`src/common/lcd_ctrl_defs.svh`:
```
// Constants for the display controller standby, reset and command logic.
// Assumes a 20 MHz system clock and APB byte addressing of word-aligned registers.
`ifndef LCD_CTRL_DEFS_SVH
`define LCD_CTRL_DEFS_SVH
// ==========================================
// Timing
`define CLK_NS 50
`define BUSY_NS 1000
// ==========================================
// APB register offsets
`define REG_STATUS 12'h000
`define REG_CMD 12'h004
// ==========================================
// Reset values and strap bit positions
`define ADDR_RST 2'h0
`define PTR_RST 7'h00
`define MUX_RST 3'h0
`define FRAME_RST 3'h0
`define STRAP_PS_BIT 1
`define STRAP_CAE_BIT 2
// ==========================================
// Command codes and field limits
`define CMD_STOP 8'h01
`define CMD_BLANK 8'h08
`define CMD_SHOW 8'h09
`define CMD_FRAME_HI 5'h02
`define FRAME_MAX 3'h4
`define CMD_MUX_HI 5'h03
`define PTR_MAX 6'h31
`define CMD_MODE_HI 4'h6
`define CMD_CHAR_L 8'h71
`define CMD_CHAR_R 8'h72
`define STEP_INC 2'h0
`define STEP_DEC 2'h1
`define STEP_BAD 2'h2
`endif

```
`src/common/lcd_ctrl_pkg.sv`:
```
// Types shared by the controller modules.
// Assumes lcd_ctrl_defs.svh supplies the numeric constants.
package lcd_ctrl_pkg;
    // ==========================================
    // Data processing modes; the first four are encoded as the command low nibble pair
    typedef enum logic [2:0] {
        MODE_READ = 3'h0,
        MODE_WRITE = 3'h1,
        MODE_OR = 3'h2,
        MODE_AND = 3'h3,
        MODE_CHAR_L = 3'h4,
        MODE_CHAR_R = 3'h5
    } proc_mode_type;
    // Controller states, one-hot
    typedef enum logic [3:0] {
        ST_IDLE = 4'h1,
        ST_BUSY = 4'h2,
        ST_STANDBY = 4'h4,
        ST_HALT = 4'h8
    } ctrl_state_type;
endpackage : lcd_ctrl_pkg

```
`src/logic/byte_port_rx.sv`:
```
// Serial or 4-bit parallel byte receiver with chip address matching.
// Assumes all port pins are synchronous to clk_sys; hold is the reset pin.
`timescale 1ns/1ps
`include "lcd_ctrl_defs.svh"
module byte_port_rx
    import lcd_ctrl_pkg::*;
(
    input wire logic clk_sys,
    input wire logic arst_n,
    input wire logic hold,
    input wire logic parallel,
    input wire logic cae,
    input wire logic cs_n,
    input wire logic strobe_n,
    input wire logic si,
    input wire logic [3:0] d_in,
    input wire logic [1:0] chip_id,
    output logic byte_done,
    output logic [7:0] rx_byte,
    output logic selected
);
    logic cs_n_q;
    logic stb_q;
    logic addr_wait_q;
    logic [1:0] cmp_q;
    logic [2:0] cnt_q;
    logic [7:0] shift_q;
    logic cs_fall;
    logic stb_rise;
    logic stb_fall;
    logic [2:0] last;
    assign cs_fall = cs_n_q & ~cs_n;
    assign stb_rise = ~stb_q & strobe_n;
    assign stb_fall = stb_q & ~strobe_n;
    assign last = parallel ? 3'h4 : 3'h7;
    assign selected = (cmp_q == chip_id);
    assign rx_byte = shift_q;
    // Pin history for edge detection
    always_ff @(posedge clk_sys or negedge arst_n) begin
        if (!arst_n) begin
            cs_n_q <= 1'b1;
            stb_q <= 1'b1;
        end else begin
            cs_n_q <= cs_n;
            stb_q <= strobe_n;
        end
    end
    // Address capture and bit or nibble counting
    always_ff @(posedge clk_sys or negedge arst_n) begin
        if (!arst_n) begin
            cmp_q <= `ADDR_RST;
            addr_wait_q <= 1'b0;
            cnt_q <= 3'h0;
            shift_q <= 8'h00;
            byte_done <= 1'b0;
        end else if (hold) begin
            cmp_q <= `ADDR_RST;
            addr_wait_q <= 1'b0;
            cnt_q <= 3'h0;
            byte_done <= 1'b0;
        end else begin
            byte_done <= 1'b0;
            if (cs_fall) begin
                addr_wait_q <= parallel | cae;
                cnt_q <= 3'h0;
            end else if (!cs_n && parallel && addr_wait_q && stb_fall) begin
                cmp_q <= d_in[1:0];
                addr_wait_q <= 1'b0;
            end else if (!cs_n && stb_rise && (selected || addr_wait_q)) begin
                shift_q <= parallel ? {shift_q[3:0], d_in} : {shift_q[6:0], si};
                // Three bits wrap to zero after a whole byte
                cnt_q <= cnt_q + (parallel ? 3'h4 : 3'h1);
                if (cnt_q == last) begin
                    if (addr_wait_q) begin
                        cmp_q <= {shift_q[0], si};
                        addr_wait_q <= 1'b0;
                    end else begin
                        byte_done <= 1'b1;
                    end
                end
            end
        end
    end
endmodule : byte_port_rx

```
`src/logic/frame_tick_div.sv`:
```
// Frame rate divider; one-cycle tick every 2^(LOG2-field) clocks.
// Assumes run is low whenever the display clock is masked.
`timescale 1ns/1ps
module frame_tick_div #(
    parameter int unsigned LOG2 = 14
) (
    input wire logic clk_sys,
    input wire logic arst_n,
    input wire logic run,
    input wire logic [2:0] frame_div,
    output logic tick
);
    logic [LOG2-1:0] cnt_q;
    logic [LOG2-1:0] limit;
    assign limit = LOG2'((1 << (LOG2 - 32'(frame_div))) - 1);
    // Counter freezes while masked instead of resetting
    always_ff @(posedge clk_sys or negedge arst_n) begin
        if (!arst_n) begin
            cnt_q <= '0;
            tick <= 1'b0;
        end else begin
            tick <= 1'b0;
            if (run) begin
                if (cnt_q >= limit) begin
                    cnt_q <= '0;
                    tick <= 1'b1;
                end else begin
                    cnt_q <= cnt_q + 1'b1;
                end
            end
        end
    end
endmodule : frame_tick_div

```
`src/logic/lcd_standby_reset_command_control.sv`:
```
// Command decoder, standby and reset control for a dot-matrix display controller.
// Assumes port pins and the reset pin are synchronous to clk_sys; APB slave.
//
// Behaviour
// - Standby begins when busy rises after the standby command 01 finishes.
// - In standby the display timing and clock control are masked off.
// - Entering standby forces write mode with pointer step 00.
// - Standby keeps interface configuration and display mode settings.
// - Standby ends on a complete received byte or reset falling edge.
// - Byte wake happens at 8th serial clock or 2nd nibble strobe rise.
// - Serial address mode: first byte after select is address, next byte wakes.
// - Display drive outputs hold their last level during standby while reset is low.
// - Reset in standby drives reset levels but keeps memory contents.
// - Reset clears the chip address compare value to 00.
// - In reset, id 00 drives busy low when selected, others float.
// - Reset halts command and data processing and display fetching.
// - Reset sets write mode, step 00 and clears the pointer.
// - Reset sets multiplex field 000 and frame divider field 000.
// - Reset clears the byte transfer counter.
// - Reset during standby keeps standby until reset is released.
// - Reset release samples the straps and blanks the display.
// - After reset a chip with id 00 is selected.
// - Decode standby, blank, show, frame rate and multiplex commands.
// - Decode pointer load and mode command ranges.
`timescale 1ns/1ps
`include "lcd_ctrl_defs.svh"
module lcd_standby_reset_command_control
    import lcd_ctrl_pkg::*;
#(
    parameter int unsigned FRAME_LOG2 = 14
) (
    input wire logic clk_sys,
    input wire logic arst_n,
    input wire logic [11:0] paddr,
    input wire logic psel,
    input wire logic penable,
    input wire logic pwrite,
    input wire logic [31:0] pwdata,
    output logic [31:0] prdata,
    output logic pready,
    output logic pslverr,
    input wire logic reset_in,
    input wire logic cs_n,
    input wire logic nibble_strobe_n,
    input wire logic si,
    input wire logic [3:0] d_in,
    input wire logic cmd_data_sel,
    input wire logic [1:0] chip_id_pins,
    output logic busy_n,
    output logic busy_oe,
    output logic standby,
    output logic clk_run,
    output logic drive_hold,
    output logic drive_bias,
    output logic display_on,
    output logic frame_tick,
    output proc_mode_type proc_mode,
    output logic [1:0] pointer_step_field,
    output logic [6:0] pointer_value_field,
    output logic [2:0] mux_field,
    output logic [2:0] frame_div_field,
    output logic mem_kept,
    output logic parallel_mode,
    output logic address_match_enable_strap
);
    // ==========================================
    // Timing derived from the system clock
    localparam int BUSY_CYC = (`BUSY_NS + `CLK_NS - 1) / `CLK_NS;
    localparam logic [7:0] BUSY_LAST = 8'(BUSY_CYC - 1);

    ctrl_state_type state_q;
    logic [7:0] busy_cnt_q;
    logic stop_pend_q;
    logic reset_q;
    logic rst_fall;
    logic rx_done;
    logic [7:0] rx_byte;
    logic selected;
    logic apb_inject;
    logic byte_in;
    logic [7:0] in_byte;
    logic in_cmd;
    logic exec;
    logic busy_end;
    logic enter_standby;

    // ==========================================
    // Byte port receiver; held while the reset pin is high
    byte_port_rx u_rx (
        .clk_sys(clk_sys),
        .arst_n(arst_n),
        .hold(reset_in),
        .parallel(parallel_mode),
        .cae(address_match_enable_strap),
        .cs_n(cs_n),
        .strobe_n(nibble_strobe_n),
        .si(si),
        .d_in(d_in),
        .chip_id(chip_id_pins),
        .byte_done(rx_done),
        .rx_byte(rx_byte),
        .selected(selected)
    );

    // ==========================================
    // Frame divider runs only from the masked clock enable
    frame_tick_div #(
        .LOG2(FRAME_LOG2)
    ) u_div (
        .clk_sys(clk_sys),
        .arst_n(arst_n),
        .run(clk_run),
        .frame_div(frame_div_field),
        .tick(frame_tick)
    );

    // Byte source select; the pin port wins over an APB injection
    assign byte_in = rx_done | apb_inject;
    assign in_byte = rx_done ? rx_byte : pwdata[7:0];
    assign in_cmd = rx_done ? cmd_data_sel : 1'b1;
    assign rst_fall = reset_q & ~reset_in;
    assign exec = byte_in & ~reset_in & ((state_q == ST_IDLE) | (state_q == ST_STANDBY));
    assign busy_end = (state_q == ST_BUSY) && (busy_cnt_q == BUSY_LAST);
    assign enter_standby = busy_end & stop_pend_q & ~reset_in;

    // ==========================================
    // Command decode
    logic c_stop;
    logic c_blank;
    logic c_show;
    logic c_frame;
    logic c_mux;
    logic c_ptr;
    logic c_mode;
    proc_mode_type new_mode;
    always_comb begin
        c_stop = in_cmd && (in_byte == `CMD_STOP);
        c_blank = in_cmd && (in_byte == `CMD_BLANK);
        c_show = in_cmd && (in_byte == `CMD_SHOW);
        // Dividers above the last legal one are dropped
        c_frame = in_cmd && (in_byte[7:3] == `CMD_FRAME_HI) && (in_byte[2:0] <= `FRAME_MAX);
        c_mux = in_cmd && (in_byte[7:3] == `CMD_MUX_HI);
        // Both pointer ranges share the same low-six-bit limit
        c_ptr = in_cmd && in_byte[7] && (in_byte[5:0] <= `PTR_MAX);
        c_mode = in_cmd && (((in_byte[7:4] == `CMD_MODE_HI) && (in_byte[1:0] != `STEP_BAD))
            || (in_byte == `CMD_CHAR_L) || (in_byte == `CMD_CHAR_R));
        if (in_byte == `CMD_CHAR_L) begin
            new_mode = MODE_CHAR_L;
        end else if (in_byte == `CMD_CHAR_R) begin
            new_mode = MODE_CHAR_R;
        end else begin
            new_mode = proc_mode_type'({1'b0, in_byte[3:2]});
        end
    end

    // ==========================================
    // Reset pin history for the release edge
    always_ff @(posedge clk_sys or negedge arst_n) begin
        if (!arst_n) begin
            reset_q <= 1'b0;
        end else begin
            reset_q <= reset_in;
        end
    end

    // ==========================================
    // Control state machine
    always_ff @(posedge clk_sys or negedge arst_n) begin
        if (!arst_n) begin
            state_q <= ST_HALT;
        end else begin
            unique case (state_q)
                ST_IDLE: begin
                    if (reset_in) begin
                        state_q <= ST_HALT;
                    end else if (exec) begin
                        state_q <= ST_BUSY;
                    end
                end
                ST_BUSY: begin
                    if (reset_in) begin
                        state_q <= ST_HALT;
                    end else if (busy_end) begin
                        state_q <= stop_pend_q ? ST_STANDBY : ST_IDLE;
                    end
                end
                ST_STANDBY: begin
                    // Reset high keeps standby; its release wakes
                    if (rst_fall) begin
                        state_q <= ST_IDLE;
                    end else if (exec) begin
                        state_q <= ST_BUSY;
                    end
                end
                ST_HALT: begin
                    if (!reset_in) begin
                        state_q <= ST_IDLE;
                    end
                end
            endcase
        end
    end

    // Busy timer and pending standby request
    always_ff @(posedge clk_sys or negedge arst_n) begin
        if (!arst_n) begin
            busy_cnt_q <= 8'h00;
            stop_pend_q <= 1'b0;
        end else if (exec) begin
            busy_cnt_q <= 8'h00;
            stop_pend_q <= c_stop;
        end else if (state_q == ST_BUSY) begin
            busy_cnt_q <= busy_cnt_q + 8'h01;
            if (busy_end || reset_in) begin
                stop_pend_q <= 1'b0;
            end
        end
    end

    // ==========================================
    // Processing mode and data pointer
    always_ff @(posedge clk_sys or negedge arst_n) begin
        if (!arst_n) begin
            proc_mode <= MODE_WRITE;
            pointer_step_field <= `STEP_INC;
            pointer_value_field <= `PTR_RST;
        end else if (reset_in) begin
            proc_mode <= MODE_WRITE;
            pointer_step_field <= `STEP_INC;
            pointer_value_field <= `PTR_RST;
        end else if (enter_standby) begin
            proc_mode <= MODE_WRITE;
            pointer_step_field <= `STEP_INC;
        end else if (exec) begin
            if (c_mode) begin
                proc_mode <= new_mode;
                // Character modes always walk forward
                pointer_step_field <= in_byte[6:4] == 3'h7 ? `STEP_INC : in_byte[1:0];
            end else if (c_ptr) begin
                pointer_value_field <= in_byte[6:0];
            end else if (!in_cmd) begin
                if (pointer_step_field == `STEP_INC) begin
                    pointer_value_field <= pointer_value_field + 7'h01;
                end else if (pointer_step_field == `STEP_DEC) begin
                    pointer_value_field <= pointer_value_field - 7'h01;
                end
            end
        end
    end

    // ==========================================
    // Display mode settings; standby never touches these
    always_ff @(posedge clk_sys or negedge arst_n) begin
        if (!arst_n) begin
            mux_field <= `MUX_RST;
            frame_div_field <= `FRAME_RST;
            display_on <= 1'b0;
        end else if (reset_in) begin
            mux_field <= `MUX_RST;
            frame_div_field <= `FRAME_RST;
            display_on <= 1'b0;
        end else if (exec) begin
            if (c_mux) begin
                mux_field <= in_byte[2:0];
            end
            if (c_frame) begin
                frame_div_field <= in_byte[2:0];
            end
            if (c_blank) begin
                display_on <= 1'b0;
            end else if (c_show) begin
                display_on <= 1'b1;
            end
        end
    end

    // ==========================================
    // Interface straps, caught only on the reset release edge
    always_ff @(posedge clk_sys or negedge arst_n) begin
        if (!arst_n) begin
            parallel_mode <= 1'b0;
            address_match_enable_strap <= 1'b0;
        end else if (rst_fall) begin
            parallel_mode <= d_in[`STRAP_PS_BIT];
            address_match_enable_strap <= d_in[`STRAP_CAE_BIT];
        end
    end

    // ==========================================
    // Memory retention flag: reset outside standby spoils memory
    always_ff @(posedge clk_sys or negedge arst_n) begin
        if (!arst_n) begin
            mem_kept <= 1'b0;
        end else if (reset_in && state_q != ST_STANDBY) begin
            mem_kept <= 1'b0;
        end else if (exec && !in_cmd && proc_mode != MODE_READ) begin
            mem_kept <= 1'b1;
        end
    end

    // ==========================================
    // Clock masking and drive level outputs
    always_ff @(posedge clk_sys or negedge arst_n) begin
        if (!arst_n) begin
            standby <= 1'b0;
            clk_run <= 1'b0;
            drive_hold <= 1'b0;
            drive_bias <= 1'b1;
        end else begin
            standby <= (state_q == ST_STANDBY);
            clk_run <= (state_q != ST_STANDBY) && !reset_in;
            drive_hold <= (state_q == ST_STANDBY) && !reset_in;
            drive_bias <= reset_in;
        end
    end

    // ==========================================
    // Busy pin; rises the same edge standby begins
    always_ff @(posedge clk_sys or negedge arst_n) begin
        if (!arst_n) begin
            busy_n <= 1'b1;
            busy_oe <= 1'b0;
        end else if (reset_in) begin
            busy_n <= 1'b0;
            busy_oe <= (chip_id_pins == `ADDR_RST) && !cs_n;
        end else begin
            busy_n <= !(exec || (state_q == ST_BUSY && !busy_end));
            busy_oe <= !cs_n && selected;
        end
    end

    // ==========================================
    // APB slave: one wait state, error on unmapped offsets
    logic apb_acc;
    logic map_hit;
    assign apb_acc = psel & penable;
    assign map_hit = (paddr == `REG_STATUS) || (paddr == `REG_CMD);
    // Command writes only land while the controller can take a byte
    assign apb_inject = apb_acc & pready & pwrite & (paddr == `REG_CMD) & ~rx_done;
    always_ff @(posedge clk_sys or negedge arst_n) begin
        if (!arst_n) begin
            pready <= 1'b0;
            pslverr <= 1'b0;
            prdata <= 32'h0000_0000;
        end else begin
            pready <= apb_acc & ~pready;
            if (apb_acc && !pready) begin
                pslverr <= !map_hit;
                prdata <= (!pwrite && paddr == `REG_STATUS) ?
                    {8'h00, standby, display_on, parallel_mode, address_match_enable_strap,
                     !busy_n, mem_kept, proc_mode, pointer_step_field, mux_field,
                     frame_div_field, pointer_value_field} : 32'h0000_0000;
            end else begin
                pslverr <= 1'b0;
            end
        end
    end
endmodule : lcd_standby_reset_command_control

```
`config.mk`:
```
export PLATFORM = sky130hd
export DESIGN_NAME = lcd_standby_reset_command_control
export DESIGN_NICKNAME = d
export VERILOG_FILES = /design/src/common/lcd_ctrl_pkg.sv /design/src/logic/byte_port_rx.sv /design/src/logic/frame_tick_div.sv /design/src/logic/lcd_standby_reset_command_control.sv
export VERILOG_INCLUDE_DIRS = /design/src /design/src/common
export SDC_FILE = /design/constraint.sdc
export NUM_CORES = 1
export LEC_CHECK = 0
export ABC_AREA = 1
export ABC_CLOCK_PERIOD_IN_PS = 2000
export BUFFER_PORTS_ARGS = -buffer_cell sky130_fd_sc_hd__buf_2
export CORE_MARGIN = 1
export CORE_UTILIZATION = 50
export DETAILED_ROUTE_END_ITERATION = 10
export PLACE_DENSITY = 0.79
export SYNTH_ARGS = -nofsm -noshare
export SYNTH_HDL_FRONTEND = slang
export SYNTH_HIERARCHICAL = 1
export SYNTH_SLANG_ARGS = --single-unit
```
`constraint.sdc`:
```
create_clock -name clk_sys -period 2 [get_ports clk_sys]
set_input_delay 0.4 -clock clk_sys [delete_from_list [all_inputs] [get_ports clk_sys]]
set_output_delay 0.4 -clock clk_sys [all_outputs]
set_load 0.01 [all_outputs]
```
* Yosys cells after proc, flatten, opt, wreduce, memory -nomap -nowiden
Cells that the tools add are included.
Word-level totals: flip-flop bits (word level) 108, input bits 60, output and inout bits 63, word-level logic and storage cells 243
Operators by class: add/sub/neg operators 7, order comparisons 3, equality and inequality tests 27, shifts and indexed selects 1, muxes and demuxes 77, bitwise logic cells 25, reduce and logical (&&, ||, !) cells 72
Operators by type and width (number):
- $mux W7 | 8
- $mux W3 | 18
- $mux W8 | 4
- $shl A1 B32 Y14 const A | 1
- $logic_and A1 B1 Y1 | 26
- $mux W1 | 26
- $mux W2 | 12
- $mux W24 | 1
- $mux W4 | 6
- $reduce_bool A3 Y1 | 8
- $eq A8 B4 Y1 const B | 2
- $eq A8 B7 Y1 const B | 2
- $pmux W4 S4 | 1
- $reduce_and A2 Y1 | 8
- $add A14 B1 Y14 const B | 1
- $and A1 B1 Y1 | 14
- $ge A14 B14 Y1 | 1
- $mux W14 | 1
- $sub A14 B2 Y14 const B | 1
- $eq A12 B3 Y1 const B | 1
- $logic_not A12 Y1 | 1
- $reduce_bool A2 Y1 | 6
- $reduce_bool A4 Y1 | 3
- $eq A5 B2 Y1 const B | 2
- 28 further kinds | 58

* Logic depth before layout (Yosys ltp)
word-level depth 12, depth in mapped cells 13, gate-level depth less buffers 12

* Hierarchy
Netlist, hierarchy kept.
Modules (own cells, without submodules):
- lcd_standby_reset_command_control | times used 1, cells an instance 479, area an instance 3729.8 µm², seq. area each 1706.6 µm²
- frame_tick_div | times used 1, cells an instance 158, area an instance 1149.9 µm², seq. area each 375.4 µm²
- byte_port_rx | times used 1, cells an instance 127, area an instance 1019.7 µm², seq. area each 427.9 µm²

* Worst setup path before layout
Ideal clock, no wire load.
kind flip-flop to flip-flop, from reg pointer_step_field[1], to reg pointer_value_field[6], library setup time 0.118 ns, data arrival time 1.863 ns, required time 1.882 ns, setup slack 0.020 ns, stages on the path, launching flop included 12, buffers on the path 0, clock period less this slack 1.980 ns, path through dfrtp_1 > nor2_1 > inv_1 > ha_1 > a21oi_1 > or2_2 > nand3_1 > nand2_1 > nand3_1 > o21ai_1 > nand3_1 > nand2_1
Between the ends: longest elaborated chain between the ends 8, elaborated cells between the ends (all ways) 11, those cells by class 1 x eq/ne; 7 x mux; 3 x reduce/logical
RTL lines:
- start: declaration | line lcd_standby_reset_command_control.sv:58 | output logic [1:0] pointer_step_field,
- start signal: assignment | line lcd_standby_reset_command_control.sv:225 | pointer_step_field <= `STEP_INC;
- start signal: assignment | line lcd_standby_reset_command_control.sv:229 | pointer_step_field <= `STEP_INC;
- start signal: assignment | line lcd_standby_reset_command_control.sv:233 | pointer_step_field <= `STEP_INC;
- $logic_not A2 Y1 (no line)
- $mux W7 | line lcd_standby_reset_command_control.sv:242 | if (pointer_step_field == `STEP_INC) begin
- $mux W7 | line lcd_standby_reset_command_control.sv:241 | end else if (!in_cmd) begin
- $mux W7 | line lcd_standby_reset_command_control.sv:239 | end else if (c_ptr) begin
- $mux W7 | line lcd_standby_reset_command_control.sv:235 | if (c_mode) begin
- $mux W7 | line lcd_standby_reset_command_control.sv:234 | end else if (exec) begin
- $mux W7 | line lcd_standby_reset_command_control.sv:231 | end else if (enter_standby) begin
- $mux W7 | line lcd_standby_reset_command_control.sv:227 | end else if (reset_in) begin
- end signal: assignment | line lcd_standby_reset_command_control.sv:226 | pointer_value_field <= `PTR_RST;
- end signal: assignment | line lcd_standby_reset_command_control.sv:230 | pointer_value_field <= `PTR_RST;
- end signal: assignment | line lcd_standby_reset_command_control.sv:240 | pointer_value_field <= in_byte[6:0];
- end: declaration | line lcd_standby_reset_command_control.sv:59 | output logic [6:0] pointer_value_field,
Several ways; a longest one is shown, not always the timed one. The select of a mux whose other input is x is not followed. A chain may end at the register's enable or synchronous reset.

* Final worst setup path
from reg pointer_step_field[0], to reg pointer_value_field[6]
The elaborated chain is that of the path after synthesis.

==> metrics.md <==
| Metric | Value |
|---|---|
| Status | completed |
| Startpoint Class | flip-flop |
| Via count | 5,271 |
| Core Area | 0.01147 mm² |
| # setup viols final | 0 |
| Int Pwr | 3.642 mW |
| Worst-path cell chain | nor2_2 -> inv_2 -> ha_1 -> nand2_1 -> or2_2 -> nand3_1 -> nand2_1 -> nand3_1 -> o21ai_1 -> nand3_1 -> nand2_1 |
| Post-cts resize count | 0 |
| Initial antenna violation count | 0 |
| First-pass GRT wire length | 22,970 µm |
| Num ports | 123 |
| N_diodes | 0 |
| Net Sw Frac | 30.94% |
| Hold Worst Slack | 25.09 ps |
| Yosys top cell by area | dfrtp_1 |
| Worst reg-to-reg setup slack | 160 ps |
| Global-route usage over all layers | 23.04% |
| Die area | 0.01224 mm² |
| Setup_tns | 0 ps |
| Cell Area, Synth | 0.005899 mm² |
| Die Height | 110.6 µm |
| Sequential share of the synthesized area | 42.55% |
| Max stage delay on crit path | 390 ps |
| Setup crit end kind | flip-flop |
| Critical Path AT | 2080 ps |
| CP max FO | 5 |
| Yosys reg bits | 100 |
| Cell area power density | 761.4 mW/mm² |
| Post-synth EDFFs | 0 |
| Psw | 1.632 mW |
| Avg Cell Area, Syn | 7.722 µm² |
| Mapped Cells | 764 |
| Synth unique cells | 48 |
| Maxcap violations | 0 |
| Critical path data required time | 2230 ps |
| # Post-CTS Setup Buffers | 0 |
| Std-Cell Rows | 39 |
| Synth warn | 6 |
| Port Buffer Count | 90 |
| Top cells by area, synth | dfrtp_1, nand2_1, inv_1, nand3_1, ha_1 |
| WP buf/inv | 1 |
| Grt total ovfl | 0 |
| CTS max path bufs | 2 |
| Final wirelength | 13,160 µm |
| FMAX | 543.1 MHz |
| Worst path slowest cell | dfrtp_1 |
| Leakage power | 3.652 nW |
| Top Family by Delay on Critical Path | simple AND/OR/NAND/NOR gates |
| Worst min path class | input port to async pin |
| Commonest non-fill, non-tap cells in the layout | nand2_1, dfrtp_1, buf_2, inv_1, nor2_1 |
| Detailed Routing Iterations Pass 1 | 5 |
| Fin Clk Skew | 6.677 ps |
| Area share of the largest cell type after synthesis | 39.87% |
| Clk root buf | clkbuf_16 |
| Vias in the first global route | 4,933 |
| Initial Util | 51.45% |
| Routed WL per cell | 12.85 µm |
| Area grow syn2layout | 17.41% |
| Top FF cell, synth | dfrtp_1 |
| Routed Antenna Nets | 0 |
| Flop pwr share | 46.9% |
| CTS Buf Count | 9 |
| Peak VDD IR | 0.4200 mV |
| Clock period minus worst slack | 1841 ps |
| DP HPWL | 10,050 µm |
| DR iter-0 viols | 342 |
| Final GP Congestion | 0.9123 |
| Vias per cell | 5.147 |
| Share of layout cells above drive strength 1 | 23.27% |
| Clock power share | 32.5% |
| TritonCTS clock tree | done |
| Ys async rst share | 100.0% |
| Clk_lat worst skew | 350 ps |
| DRC Markers | 0 |
| Max-slew violation count | 0 |
| RSZ-0062 raised after global routing | false |
| CTS Hold Bufs | 0 |
| Commonest non-fill, non-tap cell in the layout | nand2_1 |
| Worst Setup Path Type | flip-flop to flip-flop |
| Logic pwr share | 20.6% |
| Die W | 110.6 µm |
| Hold Vio Cnt, Final | 0 |
| Pwr Total | 5.274 mW |
| Sink Count | 100 |
| Clock Pin Slew Worst Setup and Hold Paths | 70 ps |
| Final nets | 957 |
| Final Cycle Share | 92.07% |
| # H-tree levels | 3 |
| Largest net degree at the start of global routing | 38 |
stage by stage:
stage / instances / setup WS, ps / area (µm²) / utilization [%]
final: 1024 / 158.6 / 6927 / 60.40
after global placement: 1008 / 94.73 / 6610 / 57.64
after global routing: 1024 / 0.5569 / 6927 / 60.40
after floorplan: 773 / 19.68 / 5933 / -
after CTS: 1024 / 44.44 / 6903 / 60.20
after detailed placement: 1008 / 69.87 / 6610 / 57.64
path summary, 6_finish.rpt:
path,from,to,depth (start not counted)
worst min-delay path,arst_n,prdata[19],1
worst max-delay path,pointer_step_field[0],pointer_value_field[6],11
worst min register to register,prdata[1],prdata[1],2
min in group clk_sys,nibble_strobe_n,u_rx/stb_q,1
worst max register to register,pointer_step_field[0],pointer_value_field[6],11
max in group asynchronous,arst_n,drive_bias,2
worst register-to-register path: stages (launching register included):
cell and delay, ps:
dfrtp_1 390, nor2_2 160, inv_2 90, ha_1 320, nand2_1 70, or2_2 300, nand3_1 70, nand2_1 50
nand3_1 90, o21ai_1 70, nand3_1 70, nand2_1 60
cells by family (layout without fill, tap and decap cells):
group / after synthesis / after routing / share of synthesized area, %
fa+ha+maj: 21 / 21 / 4.581
flops: 100 / 100 / 42.55
simple gates: 396 / 396 / 30.33
other cells: 2 / 11 / 0.1273
compound gates: 111 / 111 / 11.22
xor+xnor: 12 / 12 / 1.782
buf+inv: 122 / 230 / 9.417
metal layers:
| metal | wire length [µm] | part of all wire (%) | vias to the layer above | GRT usage [%] |
|---|---|---|---|---|
| li1 | - | - | 2670 | - |
| met1 | 6452 | 49 | 2444 | 33.25 |
| met2 | 5785 | 44 | 143 | 34.62 |
| met3 | 726 | 5.5 | 14 | 4.391 |
| met4 | 198 | 1.5 | 0 | 8.089 |
| met5 | 0 | 0 | - | 0 |
state kept, by name (all words and copies together), names as in the netlist, 2 cells and up:
signal / count
pointer_value_field: 7
busy_cnt_q: 8
u_div/cnt_q: 14
u_rx/cmp_q: 2
prdata: 24
pointer_step_field: 2
mux_field: 3
u_rx/cnt_q: 3
frame_div_field: 3
proc_mode: 3
u_rx/rx_byte: 8
state_q: 4
synthesized netlist by cell type, types with 2 or more instances:
cell / count
nor3_1: 5
nand2_1: 210
conb_1: 2
nand2_4: 7
inv_2: 10
o21ai_2: 8
buf_4: 10
nor2_1: 66
inv_1: 82
a21oi_2: 2
nand3_2: 3
clkbuf_1: 9
a31oi_1: 2
nand2_2: 15
nor3_2: 3
clkinv_1: 3
xor2_1: 7
dfstp_2: 6
ha_1: 20
nor2_2: 5
dfrtp_1: 94
nand4_1: 16
nand3_1: 59
xnor2_1: 5
a21oi_1: 28
buf_6: 5
o31ai_1: 12
o21ai_0: 40
o21ai_1: 11
cell type report:
type / instances / area [µm²]
clock inverter: 6 / 63.81
tap: 143 / 178.9
inverter: 96 / 365.4
multi-input combinational: 551 / 2890
timing repair buffer: 118 / 688.2
fill: 1045 / 4541
clock buffer: 10 / 229.0
sequential: 100 / 2511
power groups by stage:
stage,Combinational [mW],Clock (mW),Sequential (mW)
3_3_place_gp,1.04,0,2.49
6_report,1.09,1.71,2.47
2_1_floorplan,0.800,0,2.45
5_1_grt,1.27,1.85,2.51
4_1_cts,1.08,1.76,2.47
3_5_place_dp,1.07,0,2.51
Note: power is estimated with default switching activity, not from simulation.
